===== config.mk =====
export PLATFORM = sky130hd
export DESIGN_NAME = anr_regs
export DESIGN_NICKNAME = d
export VERILOG_FILES = /design/src/anr_pkg.sv /design/src/anr_sticky_flags.sv /design/src/anr_idle_counter.sv /design/src/anr_regs.sv
export VERILOG_INCLUDE_DIRS = /design/src
export SDC_FILE = /design/constraint.sdc
export NUM_CORES = 1
export LEC_CHECK = 0
export ABC_AREA = 1
export BUFFER_PORTS_ARGS = -buffer_cell sky130_fd_sc_hd__clkbuf_2
export CORE_UTILIZATION = 30
export CTS_CLUSTER_SIZE = 25
export DETAILED_ROUTE_END_ITERATION = 6
export SYNTH_ARGS = -nofsm -noshare
export SYNTH_HDL_FRONTEND = slang
export SYNTH_SLANG_ARGS = --single-unit

===== constraint.sdc =====
create_clock -name aclk -period 1.3 [get_ports aclk]
set_input_delay 0.13 -clock aclk [delete_from_list [all_inputs] [get_ports aclk]]
set_output_delay 0.13 -clock aclk [all_outputs]
set_load 0.01 [all_outputs]

===== src/anr_consts.svh =====
`ifndef ANR_CONSTS_SVH
`define ANR_CONSTS_SVH

// Register indices; byte address is four times the index
`define ANR_IDX_EXP        6'h06
`define ANR_IDX_NP_TX      6'h07
`define ANR_IDX_NP_RX      6'h08
`define ANR_IDX_MS         6'h0A
`define ANR_IDX_IRQ_STAT   6'h10
`define ANR_IDX_IRQ_MASK   6'h11

// Expansion register fields
`define ANR_EXP_PD_FAULT   4
`define ANR_EXP_PART_NP    3
`define ANR_EXP_LOCAL_NP   2
`define ANR_EXP_PAGE_RX    1
`define ANR_EXP_PART_AN    0
`define ANR_LOCAL_NP_ABLE  1'h1

// Next page fields and masks
`define ANR_NP_MORE        15
`define ANR_NP_MSG_SEL     13
`define ANR_NP_SECOND_ACK  12
`define ANR_NP_TOGGLE      11
`define ANR_NP_CODE_MSB    10
`define ANR_NP_TX_RESET    16'h0001
`define ANR_NP_TX_WMASK    16'hB7FF
`define ANR_NP_RX_MASK     16'hBFFF
`define ANR_NP_RX_RESET    16'h0000

// Master/slave status fields
`define ANR_MS_FAULT       15
`define ANR_MS_MASTER      14
`define ANR_MS_LOCAL_OK    13
`define ANR_MS_REMOTE_OK   12
`define ANR_MS_GIG_FD      11
`define ANR_MS_GIG_LP_HD   10
`define ANR_IDLE_MAX       8'hFF

// Interrupt status bits
`define ANR_IRQ_PD_FAULT   0
`define ANR_IRQ_PAGE_RX    1
`define ANR_IRQ_MS_FAULT   2
`define ANR_IRQ_IDLE_ERR   3

// Bus answers
`define ANR_RESP_OKAY      2'h0
`define ANR_RESP_SLVERR    2'h2

`endif


===== src/anr_pkg.sv =====
package anr_pkg;

  typedef logic [15:0] anr_word_t;
  typedef logic [10:0] anr_code_t;
  typedef logic [7:0]  anr_addr_t;
  typedef logic [31:0] anr_data_t;
  typedef logic [3:0]  anr_strb_t;
  typedef logic [1:0]  anr_resp_t;
  typedef logic [7:0]  anr_count_t;
  typedef logic [3:0]  anr_irq_t;

endpackage : anr_pkg


===== src/anr_sticky_flags.sv =====
`timescale 1ns/1ps
`include "anr_consts.svh"

module anr_sticky_flags #(
  parameter int unsigned N = 1
) (
  // Clock and reset
  input  wire logic         aclk,
  input  wire logic         aresetn,
  // Set and clear strobes
  input  wire logic [N-1:0] set,
  input  wire logic [N-1:0] clr,
  // Flag state
  output logic      [N-1:0] flags
);
  import anr_pkg::*;

  logic [N-1:0] flag_r;

  // One sticky flag per bit; a set in the clearing cycle wins
  for (genvar i = 0; i < N; i++)
  begin : g_flag
    always_ff @(posedge aclk)
    begin
      if (!aresetn)
        flag_r[i] <= 1'b0;
      else
        flag_r[i] <= set[i] | (flag_r[i] & ~clr[i]);
    end
  end

  assign flags = flag_r;

endmodule : anr_sticky_flags


===== src/anr_idle_counter.sv =====
`timescale 1ns/1ps
`include "anr_consts.svh"

module anr_idle_counter (
  // Clock and reset
  input  wire logic      aclk,
  input  wire logic      aresetn,
  // Error event and read clear
  input  wire logic      evt,
  input  wire logic      clr,
  // Count
  output anr_pkg::anr_count_t count
);
  import anr_pkg::*;

  anr_count_t cnt_r;
  anr_count_t cnt_nxt;
  wire        at_max = (cnt_r == `ANR_IDLE_MAX);

  // Saturates so a long burst never wraps to a small count; an event
  // in the read cycle restarts the count at one rather than being lost
  assign cnt_nxt = clr ? {7'h00, evt}
                 : (evt && !at_max) ? cnt_r + 8'h01
                 : cnt_r;

  always_ff @(posedge aclk)
  begin
    if (!aresetn)
      cnt_r <= 8'h00;
    else
      cnt_r <= cnt_nxt;
  end

  assign count = cnt_r;

endmodule : anr_idle_counter


===== src/anr_regs.sv =====
`timescale 1ns/1ps
`include "anr_consts.svh"

// Function
// [RULE_01] A parallel detection fault sets expansion bit 4, a read clears it.
// [RULE_02] A newly received page sets expansion bit 1, a read clears it.
// [RULE_03] Expansion bit 2 is read-only and reads one, local next page able.
// [RULE_04] Expansion bit 3 reads one when the partner is next page able.
// [RULE_05] Expansion bit 0 shows partner autoneg ability while autoneg is on.
// [RULE_06] Transmit bit 15 is writable: one means more pages follow.
// [RULE_07] Bit 13 selects message code or unformatted code for bits 10:0.
// [RULE_08] Bit 12 says comply or not; writable on transmit, read-only on rx.
// [RULE_09] Toggle bit 11 is read-only, the complement of the last toggle.
// [RULE_10] The transmit register resets to code 0x1 with all else zero.
// [RULE_11] Each received next page is captured read-only, reset zero.
// [RULE_12] Master/slave bit 15 flags a manual config fault, cleared on read.
// [RULE_13] Master/slave bit 14 reads one for master and zero for slave.
// [RULE_14] Bits 13 and 12 report local and remote receiver good.
// [RULE_15] Bits 11 and 10 are read-only gigabit indications, reset zero.
// [RULE_16] Bits 7:0 count idle errors since the last read of the register.
// [RULE_17] The counter saturates; reserved bits read zero and ignore writes.
module anr_regs (
  // Clock and reset
  input  wire logic          aclk,
  input  wire logic          aresetn,
  // AXI4-Lite write address and data
  input  wire anr_pkg::anr_addr_t s_axi_awaddr,
  input  wire logic          s_axi_awvalid,
  output logic               s_axi_awready,
  input  wire anr_pkg::anr_data_t s_axi_wdata,
  input  wire anr_pkg::anr_strb_t s_axi_wstrb,
  input  wire logic          s_axi_wvalid,
  output logic               s_axi_wready,
  // AXI4-Lite write response
  output anr_pkg::anr_resp_t s_axi_bresp,
  output logic               s_axi_bvalid,
  input  wire logic          s_axi_bready,
  // AXI4-Lite read
  input  wire anr_pkg::anr_addr_t s_axi_araddr,
  input  wire logic          s_axi_arvalid,
  output logic               s_axi_arready,
  output anr_pkg::anr_data_t s_axi_rdata,
  output anr_pkg::anr_resp_t s_axi_rresp,
  output logic               s_axi_rvalid,
  input  wire logic          s_axi_rready,
  // Negotiation engine status
  input  wire logic          autoneg_enable,
  input  wire logic          partner_autoneg_able,
  input  wire logic          partner_np_able,
  input  wire logic          pd_fault_evt,
  input  wire logic          page_rx_evt,
  input  wire anr_pkg::anr_word_t rx_page_word,
  input  wire logic          tx_page_done,
  // Master/slave and receiver status
  input  wire logic          ms_fault_evt,
  input  wire logic          ms_resolved_master,
  input  wire logic          local_rx_ok,
  input  wire logic          remote_rx_ok,
  input  wire logic          gig_full_duplex,
  input  wire logic          gig_partner_half,
  input  wire logic          idle_err_evt,
  // Pages toward the engine
  output anr_pkg::anr_word_t tx_page_word,
  output anr_pkg::anr_code_t tx_message_code,
  output anr_pkg::anr_code_t tx_unformatted_code,
  output anr_pkg::anr_code_t rx_message_code,
  output anr_pkg::anr_code_t rx_unformatted_code,
  // Interrupt
  output logic               irq
);
  import anr_pkg::*;

  // Bus handshake state
  logic       awready_r;
  logic       wready_r;
  logic       bvalid_r;
  anr_resp_t  bresp_r;
  logic       arready_r;
  logic       rvalid_r;
  anr_data_t  rdata_r;
  anr_resp_t  rresp_r;
  logic       aw_hold_r;
  logic       w_hold_r;
  anr_addr_t  awaddr_r;
  anr_data_t  wdata_r;
  anr_strb_t  wstrb_r;

  // Register state
  anr_word_t  np_tx_r;
  anr_word_t  np_rx_r;
  logic       toggle_r;
  logic       part_an_r;
  logic       part_np_r;
  logic [4:0] ms_live_r;
  anr_irq_t   irq_mask_r;
  logic       irq_r;

  // Registered outputs toward the engine
  anr_word_t  tx_page_word_r;
  anr_code_t  tx_msg_r;
  anr_code_t  tx_unf_r;
  anr_code_t  rx_msg_r;
  anr_code_t  rx_unf_r;

  // Leaf results
  logic [2:0] rc_flags;
  anr_irq_t   irq_stat;
  anr_count_t idle_cnt;

  // Write channel acceptance; address and data may come in either order
  wire aw_take  = s_axi_awvalid & awready_r;
  wire w_take   = s_axi_wvalid & wready_r;
  wire aw_have  = aw_hold_r | aw_take;
  wire w_have   = w_hold_r | w_take;
  wire do_write = aw_have & w_have & ~bvalid_r;
  wire bvalid_nxt  = do_write | (bvalid_r & ~s_axi_bready);
  wire aw_hold_nxt = aw_have & ~do_write;
  wire w_hold_nxt  = w_have & ~do_write;

  // Write decode uses the held copy when that channel came first
  wire anr_addr_t wr_addr = aw_hold_r ? awaddr_r : s_axi_awaddr;
  wire anr_data_t wr_data = w_hold_r ? wdata_r : s_axi_wdata;
  wire anr_strb_t wr_strb = w_hold_r ? wstrb_r : s_axi_wstrb;
  wire [5:0] wr_idx   = wr_addr[7:2];
  wire wr_tx   = do_write & (wr_idx == `ANR_IDX_NP_TX);
  wire wr_stat = do_write & (wr_idx == `ANR_IDX_IRQ_STAT) & wr_strb[0];
  wire wr_mask = do_write & (wr_idx == `ANR_IDX_IRQ_MASK) & wr_strb[0];
  wire wr_hit  = (wr_idx == `ANR_IDX_EXP) | (wr_idx == `ANR_IDX_NP_TX)
               | (wr_idx == `ANR_IDX_NP_RX) | (wr_idx == `ANR_IDX_MS)
               | (wr_idx == `ANR_IDX_IRQ_STAT)
               | (wr_idx == `ANR_IDX_IRQ_MASK);

  // Read acceptance; one read outstanding at a time
  wire ar_take    = s_axi_arvalid & arready_r;
  wire rvalid_nxt = ar_take | (rvalid_r & ~s_axi_rready);
  wire [5:0] rd_idx = s_axi_araddr[7:2];
  wire rd_exp = ar_take & (rd_idx == `ANR_IDX_EXP);
  wire rd_ms  = ar_take & (rd_idx == `ANR_IDX_MS);

  // Byte lanes limit the transmit update; reserved and toggle bits stay
  wire anr_word_t lane_mask = {{8{wr_strb[1]}}, {8{wr_strb[0]}}};
  wire anr_word_t tx_wmask  = lane_mask & `ANR_NP_TX_WMASK; // see [RULE_06]
  wire anr_word_t np_tx_nxt = wr_tx
                            ? ((np_tx_r & ~tx_wmask)
                               | (wr_data[15:0] & tx_wmask)) // see [RULE_08]
                            : np_tx_r;

  // Register views as software sees them
  wire anr_word_t exp_word = {11'h000,
                              rc_flags[1],          // see [RULE_01]
                              part_np_r,            // see [RULE_04]
                              `ANR_LOCAL_NP_ABLE,   // see [RULE_03]
                              rc_flags[0],          // see [RULE_02]
                              part_an_r};           // see [RULE_05]
  wire anr_word_t tx_word  = {np_tx_r[15], 1'b0, np_tx_r[13:12],
                              toggle_r, np_tx_r[10:0]}; // see [RULE_09]
  wire anr_word_t ms_word  = {rc_flags[2],          // see [RULE_12]
                              ms_live_r, 2'h0,      // see [RULE_17]
                              idle_cnt};            // see [RULE_16]

  // Read selection; an unmapped address answers SLVERR with zero data
  wire rd_hit = (rd_idx == `ANR_IDX_EXP) | (rd_idx == `ANR_IDX_NP_TX)
              | (rd_idx == `ANR_IDX_NP_RX) | (rd_idx == `ANR_IDX_MS)
              | (rd_idx == `ANR_IDX_IRQ_STAT)
              | (rd_idx == `ANR_IDX_IRQ_MASK);
  wire anr_word_t rd_word =
      (rd_idx == `ANR_IDX_EXP)      ? exp_word
    : (rd_idx == `ANR_IDX_NP_TX)    ? tx_word
    : (rd_idx == `ANR_IDX_NP_RX)    ? np_rx_r
    : (rd_idx == `ANR_IDX_MS)       ? ms_word
    : (rd_idx == `ANR_IDX_IRQ_STAT) ? {12'h000, irq_stat}
    : (rd_idx == `ANR_IDX_IRQ_MASK) ? {12'h000, irq_mask_r}
    : 16'h0000;

  // Events for the interrupt status register
  wire anr_irq_t irq_set = {idle_err_evt, ms_fault_evt,
                            page_rx_evt, pd_fault_evt};
  wire anr_irq_t irq_clr = wr_stat ? wr_data[3:0] : 4'h0;

  // Message/unformatted split; the other view reads zero
  wire anr_code_t tx_code = np_tx_r[`ANR_NP_CODE_MSB:0];
  wire anr_code_t rx_code = np_rx_r[`ANR_NP_CODE_MSB:0];
  wire tx_is_msg = np_tx_r[`ANR_NP_MSG_SEL];
  wire rx_is_msg = np_rx_r[`ANR_NP_MSG_SEL];

  // Clear-on-read flags: page received, parallel fault, config fault
  anr_sticky_flags #(
    .N       (3)
  ) u_rc_flags (
    .aclk    (aclk),
    .aresetn (aresetn),
    .set     ({ms_fault_evt, pd_fault_evt, page_rx_evt}),
    .clr     ({rd_ms, rd_exp, rd_exp}), // see [RULE_01] see [RULE_02]
    .flags   (rc_flags)
  );

  // Write-one-to-clear interrupt status
  anr_sticky_flags #(
    .N       (4)
  ) u_irq_flags (
    .aclk    (aclk),
    .aresetn (aresetn),
    .set     (irq_set),
    .clr     (irq_clr),
    .flags   (irq_stat)
  );

  // Idle error count, restarted by each master/slave read
  anr_idle_counter u_idle_cnt (
    .aclk    (aclk),
    .aresetn (aresetn),
    .evt     (idle_err_evt),
    .clr     (rd_ms),              // see [RULE_16] see [RULE_17]
    .count   (idle_cnt)
  );

  // Write channel flops
  always_ff @(posedge aclk)
  begin
    if (!aresetn)
    begin
      awready_r <= 1'b0;
      wready_r  <= 1'b0;
      bvalid_r  <= 1'b0;
      bresp_r   <= `ANR_RESP_OKAY;
      aw_hold_r <= 1'b0;
      w_hold_r  <= 1'b0;
    end
    else
    begin
      awready_r <= ~bvalid_nxt & ~aw_hold_nxt;
      wready_r  <= ~bvalid_nxt & ~w_hold_nxt;
      bvalid_r  <= bvalid_nxt;
      bresp_r   <= do_write ? (wr_hit ? `ANR_RESP_OKAY : `ANR_RESP_SLVERR)
                            : bresp_r;
      aw_hold_r <= aw_hold_nxt;
      w_hold_r  <= w_hold_nxt;
    end
  end

  // Payload holding; no reset needed, guarded by the hold bits
  always_ff @(posedge aclk)
  begin
    if (aw_take)
      awaddr_r <= s_axi_awaddr;
    if (w_take)
    begin
      wdata_r <= s_axi_wdata;
      wstrb_r <= s_axi_wstrb;
    end
  end

  // Read channel flops; data is a snapshot taken with the address
  always_ff @(posedge aclk)
  begin
    if (!aresetn)
    begin
      arready_r <= 1'b0;
      rvalid_r  <= 1'b0;
      rdata_r   <= 32'h00000000;
      rresp_r   <= `ANR_RESP_OKAY;
    end
    else
    begin
      arready_r <= ~rvalid_nxt;
      rvalid_r  <= rvalid_nxt;
      if (ar_take)
      begin
        rdata_r <= {16'h0000, rd_word};
        rresp_r <= rd_hit ? `ANR_RESP_OKAY : `ANR_RESP_SLVERR;
      end
    end
  end

  // Page registers and toggle tracking
  always_ff @(posedge aclk)
  begin
    if (!aresetn)
    begin
      np_tx_r  <= `ANR_NP_TX_RESET;                 // see [RULE_10]
      np_rx_r  <= `ANR_NP_RX_RESET;
      toggle_r <= 1'b0;
    end
    else
    begin
      np_tx_r  <= np_tx_nxt;
      if (page_rx_evt)
        np_rx_r <= rx_page_word & `ANR_NP_RX_MASK;  // see [RULE_11]
      if (tx_page_done)
        toggle_r <= ~toggle_r;                      // see [RULE_09]
    end
  end

  // Live status snapshot; zero while reset so defaults read zero
  always_ff @(posedge aclk)
  begin
    if (!aresetn)
    begin
      part_an_r <= 1'b0;
      part_np_r <= 1'b0;
      ms_live_r <= 5'h00;
    end
    else
    begin
      // Partner autoneg ability has no meaning with negotiation off
      part_an_r <= partner_autoneg_able & autoneg_enable; // see [RULE_05]
      part_np_r <= partner_np_able;                       // see [RULE_04]
      ms_live_r <= {ms_resolved_master,                   // see [RULE_13]
                    local_rx_ok, remote_rx_ok,            // see [RULE_14]
                    gig_full_duplex, gig_partner_half};   // see [RULE_15]
    end
  end

  // Interrupt mask and output
  always_ff @(posedge aclk)
  begin
    if (!aresetn)
    begin
      irq_mask_r <= 4'h0;
      irq_r      <= 1'b0;
    end
    else
    begin
      if (wr_mask)
        irq_mask_r <= wr_data[3:0];
      irq_r <= |(irq_stat & irq_mask_r);
    end
  end

  // Page words toward the engine, split by the message select bit
  always_ff @(posedge aclk)
  begin
    if (!aresetn)
    begin
      tx_page_word_r <= 16'h0000;
      tx_msg_r       <= 11'h000;
      tx_unf_r       <= 11'h000;
      rx_msg_r       <= 11'h000;
      rx_unf_r       <= 11'h000;
    end
    else
    begin
      tx_page_word_r <= tx_word;
      tx_msg_r <= tx_is_msg ? tx_code : 11'h000;  // see [RULE_07]
      tx_unf_r <= tx_is_msg ? 11'h000 : tx_code;
      rx_msg_r <= rx_is_msg ? rx_code : 11'h000;  // see [RULE_07]
      rx_unf_r <= rx_is_msg ? 11'h000 : rx_code;
    end
  end

  assign s_axi_awready       = awready_r;
  assign s_axi_wready        = wready_r;
  assign s_axi_bvalid        = bvalid_r;
  assign s_axi_bresp         = bresp_r;
  assign s_axi_arready       = arready_r;
  assign s_axi_rvalid        = rvalid_r;
  assign s_axi_rdata         = rdata_r;
  assign s_axi_rresp         = rresp_r;
  assign tx_page_word        = tx_page_word_r;
  assign tx_message_code     = tx_msg_r;
  assign tx_unformatted_code = tx_unf_r;
  assign rx_message_code     = rx_msg_r;
  assign rx_unformatted_code = rx_unf_r;
  assign irq                 = irq_r;
endmodule : anr_regs


==> results of run 1 <==
power by group through the flow:
stage               combinational [uW]  sequential [uW]  clock (uW)
floorplan                          633             5490           0
global placement                  1040             5490           0
CTS                               1180             5380        5290
detailed placement                1050             5490           0
global route                      1320             5400        5510
finish                            1190             5380        5190
state kept, by name, indices dropped and copies added, names as in the netlist, 2 cells and up, named ones only:
register / flops
irq_mask_r: 4
tx_unformatted_code: 11
np_rx_r: 15
u_rc_flags.flags: 3
tx_page_word: 15
tx_message_code: 11
ms_live_r: 5
awaddr_r: 6
rx_message_code: 11
rx_unformatted_code: 11
wstrb_r: 2
wdata_r: 14
u_irq_flags.flags: 4
u_idle_cnt.count: 8
s_axi_rdata: 16
how the worst max path moves through the flow:
| stage | end | depth (start not counted) | slack [ns] |
|---|---|---|---|
| after global routing | flop | 10 | -0.25 |
| after floorplan | flop | 11 | -0.07 |
| after detailed placement | irq_mask_r[0]$_SDFFE_PN0P_ | 11 | -0.17 |
| final | flop | 10 | -0.10 |
| after CTS | flop | 9 | -0.12 |
| after global placement | irq_mask_r[1]$_SDFFE_PN0P_ | 10 | -0.17 |
layout by cell type, fill, tap and decap left out, types with 19 or more instances in the layout:
cell type	synthesis	final
o21ai_0	32	27
buf_4	20	48
dlygate4sd3_1	0	40
clkbuf_16	0	19
conb_1	1	19
a21oi_1	48	45
nor2_1	121	112
nand2_1	177	168
edfxtp_1	22	22
nand3_1	22	22
inv_1	93	92
dfxtp_1	141	137
clkbuf_2	0	145
metal layers:
| metal | vias to the layer above | part of all wire | GRT usage |
|---|---|---|---|
| met4 | 0 | 0.018 | 0.0639 |
| met1 | 2524 | 0.49 | 0.214 |
| li1 | 2889 | - | - |
| met3 | 20 | 0.052 | 0.0391 |
| met2 | 162 | 0.44 | 0.241 |
| met5 | - | 0 | 0 |
metrics by stage:
step	setup WS, ns	power, uW	instance area [um2]	util	cells
3_3_place_gp	-0.167	6530	7730	0.379	1226
4_1_cts	-0.122	11800	8800	0.431	1297
6_report	-0.101	11800	8900	0.436	1300
3_5_place_dp	-0.175	6530	7730	0.379	1226
2_1_floorplan	-0.0687	6120	6450	-	797
5_1_grt	-0.249	12200	8900	0.436	1300
worst max-delay path: stages, from the launching register on:
cell and delay [ns]:
dfxtp_4 0.42, inv_8 0.06, nand2_1 0.09, nand2_2 0.09
nor2_4 0.10, nand3_4 0.11, nor2_4 0.15, buf_12 0.14
nand2_1 0.05, nand2_1 0.06, nor2_1 0.04
logic make-up (layout without fill, tap and decap cells):
| family | Yosys count | count (layout) | synth area share |
|---|---|---|---|
| buffers and inverters | 142 | 373 | 0.101 |
| xor gates and xnor gates | 3 | 3 | 0.00416 |
| muxes | 10 | 10 | 0.0158 |
| and+or+nand+nor | 367 | 367 | 0.249 |
| other | 1 | 21 | 0.000594 |
| adders and majority gates | 1 | 1 | 0.00198 |
| AOI/OAI and AO/OA | 92 | 92 | 0.0765 |
| DFF | 163 | 163 | 0.552 |
timing repair:
item	CTS	global route
pin swaps	3	5
setup buffers	2	1
gates resized for setup	15	27
setup endpoints to repair	30	34
hold buffers	40	0
endpoints found under the hold margin	41	0
area by class of cell:
cell class / instances / area [um2] / area share
clock inverter: 9 / 129 / 0.0145
sequential: 163 / 3490 / 0.392
tap: 270 / 338 / 0.0380
timing repair buffer: 244 / 1660 / 0.186
clock buffer: 20 / 479 / 0.0539
multi-input combinational: 492 / 2410 / 0.271
antenna: 2 / 5.00 / 0.000563
inverter: 100 / 388 / 0.0436
==> impl_metrics.py, run 1 <==
metrics = {
    "min_path": {
        "min_delay_worst_endpoint": "u_rc_flags.flags[2]$_SDFF_PN0_",
        "min_from": "ms_fault_evt",
        "holdPathStages": 3,
        "hp-class": "in2reg",
    },
    "clock_network": {
        "ctsLongestPathBuffers": 2,
        "cts_num_sinks": 163,
        "cts_tree": "yes",
        "cts_root_buf": "clkbuf_16",
        "cts_buffers": 17,
        "clkLatencyLatePin_ns": 0.43,
        "htree_levels": 4,
        "clkTransAtPathRegs_ns": 0.06,
    },
    "route": {
        "dr.pass1.iters": 4,
        "vias_per_cell": 4.30,
        "vias": 5595,
        "wl_um": 16700,
        "drtIter0Drc": 228,
        "drc_errors": 0,
        "antenna_left": 0,
        "detail_route.wl_per_cell_um": 12.9,
    },
    "floorplan": {
        "die-area_mm2": 0.0216,
        "die_h_um": 147,
        "core_mm2": 0.0204,
        "die_x_um": 147,
        "start_util": 0.309,
        "ios": 190,
        "rows": 52,
    },
    "worst_setup_path": {
        "rrSetupSlack_ns": -0.10,
        "r2r_start": "aw_hold_r$_SDFF_PN0_",
        "cp.required_ns": 1.62,
        "crit_path_end_kind": "flop",
        "r2r_cells": 10,
        "crit_path_start": "aw_hold_r$_SDFF_PN0_",
        "crit_arrival_ns": 1.72,
        "critPathKind": "reg2reg",
        "worst-path-max-fanout": 13,
        "cp-start-kind": "flop",
    },
    "timing": {
        "fin_crit_sh": 1.08,
        "setup_slack_ns": -0.101,
        "rsz0062_at_grt": "yes",
        "period_needed_ns": 1.40,
        "final-hold-violation-count": 0,
        "fmax_mhz": 714,
        "setup_viol": 22,
        "drv_slew": 0,
        "hold_slack_ns": 0.00780,
        "setup_tns_ns": -1.59,
        "skew_ns": 0.00894,
    },
    "synthesis": {
        "synthCells": 779,
        "synth_warnings": 0,
        "synth_top_area_frac": 0.447,
        "synth_edf_count": 22,
        "syn_area_mm2": 0.00632,
        "async_flop_share": 0,
        "ys_types": 40,
        "ys_top_cells_by_area": "dfxtp_1, nand2_1, edfxtp_1",
        "yosysMostFrequentCell": "nand2_1",
        "synth_top_area_cell": "dfxtp_1",
        "ys_ff_latch": 163,
        "syn_avg_cell_area_um2": 8.11,
        "dominantRegCellSynth": "dfxtp_1",
        "synth_commonest_cells": "nand2_1, dfxtp_1, nor2_1",
        "synth-seq-area-share": 0.552,
    },
    "place": {
        "hpwl_um": 12500,
        "port_buffers": 145,
        "place_congestion": 0.857,
    },
    "pwr": {
        "p_per_area_mw_per_mm2": 1320,
        "pwr-share-clk": 0.441,
        "p_int_uw": 9030,
        "p_sw_uw": 2740,
        "pwr-share-comb": 0.102,
        "leakagePower_uw": 0.00420,
        "pwr-share-seq": 0.458,
        "ir_drop_uv": 705,
        "netSwitchingFraction": 0.233,
    },
    "run_status": {
        "violations": "setup timing",
        "status": "finished, violations left",
    },
    "grt": {
        "grt_max_degree": 39,
        "grt_pass1_wl_um": 26100,
        "gr-total-overflow": 0,
        "antenna_found_initial": 2,
        "grt_usage": 0.158,
        "first_global_vias": 5109,
    },
    "job": {
        "maxCapViolCount": 0,
    },
    "layout": {
        "nFillCells": 2073,
        "fin_nets": 1107,
        "drive_above_1_share": 0.282,
        "area_delta_synth_final_pct": 40.9,
    },
}
(Power assumes the default switching activity.)
==> inputs of run 2 (changes only) <==
--- a/config.mk
+++ b/config.mk
@@ -11,6 +11,8 @@
 export CORE_UTILIZATION = 30
 export CTS_CLUSTER_SIZE = 25
 export DETAILED_ROUTE_END_ITERATION = 6
+export REMOVE_ABC_BUFFERS = 1
+export SETUP_SLACK_MARGIN = 0.05
 export SYNTH_ARGS = -nofsm -noshare
 export SYNTH_HDL_FRONTEND = slang
 export SYNTH_SLANG_ARGS = --single-unit
==> impl_metrics.py, run 2 (same netlist as run 1, synthesis figures left out) <==
metrics = {
    "layout": {
        "fin_nets": 1123,
        "layout_commonest_cell": "nand2_1",
        "layout_common_cells": "nand2_1, clkbuf_2, dfxtp_1, nor2_1, inv_1",
        "area_delta_synth_final_pct": 45.3,
        "largest_reg_flops": 16,
        "drive_above_1_share": 0.312,
        "nFillCells": 2041,
        "stdcell_count": 1318,
    },
    "worst_setup_path": {
        "worst-path-max-fanout": 7,
        "crit_arrival_ns": 1.80,
        "cp-start-kind": "flop",
        "crit_path_end_kind": "flop",
        "critPathKind": "reg2reg",
        "cp.required_ns": 1.61,
        "r2r_start": "aw_hold_r$_SDFF_PN0_",
        "crit_path_start": "aw_hold_r$_SDFF_PN0_",
        "rrSetupSlack_ns": -0.19,
    },
    "place": {
        "hpwl_um": 12400,
        "place_congestion": 0.864,
        "dp.cells": 1233,
        "port_buffers": 145,
    },
    "timing": {
        "setup_viol": 23,
        "final-hold-violation-count": 0,
        "fmax_mhz": 671,
        "rsz0062_at_grt": "yes",
        "period_needed_ns": 1.49,
        "skew_ns": 0.00907,
        "drv_slew": 0,
        "setup_slack_ns": -0.191,
        "fin_crit_sh": 1.15,
        "setup_tns_ns": -2.98,
    },
    "clock_network": {
        "cts_buffers": 17,
        "clkLatencyLatePin_ns": 0.42,
        "cts_num_sinks": 163,
        "cts_tree": "yes",
        "clkTransAtPathRegs_ns": 0.06,
        "cts_root_buf": "clkbuf_16",
        "ctsLongestPathBuffers": 2,
        "htree_levels": 4,
    },
    "min_path": {
        "hp-class": "in2reg",
        "min_from": "rx_page_word[6]",
    },
    "route": {
        "antenna_left": 0,
        "drtIter0Drc": 223,
        "detail_route.wl_per_cell_um": 13.1,
        "dr.pass1.iters": 4,
        "wl_um": 17300,
        "vias": 5663,
        "vias_per_cell": 4.30,
        "drc_errors": 0,
    },
    "pwr": {
        "p_per_area_mw_per_mm2": 1270,
        "leakagePower_uw": 0.00434,
        "ir_drop_uv": 752,
    },
    "floorplan": {
        "core_mm2": 0.0204,
        "start_util": 0.309,
        "die_x_um": 147,
        "ios": 190,
        "die_h_um": 147,
        "rows": 52,
        "die-area_mm2": 0.0216,
    },
    "run_status": {
        "status": "finished, violations left",
        "violations": "setup timing",
    },
    "grt": {
        "grt_usage": 0.161,
        "grt_pass1_wl_um": 26800,
        "antenna_found_initial": 1,
        "gr-total-overflow": 0,
        "first_global_vias": 5333,
        "grt_max_degree": 46,
    },
    "job": {
        "maxCapViolCount": 0,
    },
}
## run 2: cell count changes in the layout (fill, tap and decap cells not counted), sizes merged
| cell | change |
|---|---|
| bufinv | -2 |
| clkinv | -2 |
| nor2 | +1 |
| clkinvlp | +1 |
| dlygate4sd3 | +2 |
| diode | -1 |
| inv | +2 |
| buf | +13 |
| clkbuf | +4 |
## run 2: cell type report
cell class | instances | area (um2) | share of cell area
multi-input cells | 493 | 2530 | 0.276
clock buffers | 24 | 508 | 0.0553
flip-flops and latches | 163 | 3500 | 0.381
repair buffers | 259 | 1820 | 0.198
clock inverters | 8 | 90.1 | 0.00981
diodes | 1 | 2.50 | 0.000273
inverters | 100 | 394 | 0.0429
well taps | 270 | 338 | 0.0368
## run 2: metal layers
| layer | track usage | part of all wire | wire length, um |
|---|---|---|---|
| met1 | 0.206 | 0.46 | 7920 |
| met2 | 0.256 | 0.47 | 8100 |
| met3 | 0.0404 | 0.046 | 790 |
| met4 | 0.0753 | 0.026 | 451 |
| met5 | 0 | 0 | 0 |
## run 2: where the power goes
part           switching (uW)  internal [uW]
clock network            2050           2970
registers                90.3           5290
logic                     711            585
## run 2: what timing repair did
item | in CTS | in global routing
setup buffers | 6 | 5
gates cloned | 2 | 0
hold buffers | 42 | 0
setup endpoints to repair | 36 | 37
gates resized for setup | 44 | 62
pin swaps | 18 | 40
endpoints found under the hold margin | 42 | 0
## run 2: worst paths after layout
kind | end | cells past startpoint
hold / removal | np_rx_r[6]$_SDFFE_PN0P_ | 3
setup reg to reg | flop | 9
hold reg to reg | s_axi_rdata[14]$_SDFFE_PN0P_ | 2
setup / recovery | flop | 9
## run 2: per-stage QoR
step	power, uW	instance area (um2)	hold slack (ns)	util	setup WS, ns
after floorplan	5990	6130	0.223	-	-0.554
after global placement	6510	7720	0.324	0.378	-0.247
after detailed placement	6520	7720	0.324	0.378	-0.305
after CTS	11700	8950	0.00161	0.438	-0.220
after global routing	12200	9180	0.00472	0.449	-0.273
final	11700	9180	0.0107	0.449	-0.191
## run 2: worst max-delay path, cell delays in order, from the launching register on
cell and delay [ns]:
dfxtp_4 0.38, buf_6 0.14, nand2_2 0.08, nand2_4 0.06, nor2_4 0.10, nand3_4 0.11, nor2_4 0.22, inv_1 0.11
nor2_1 0.11, nor2_1 0.06
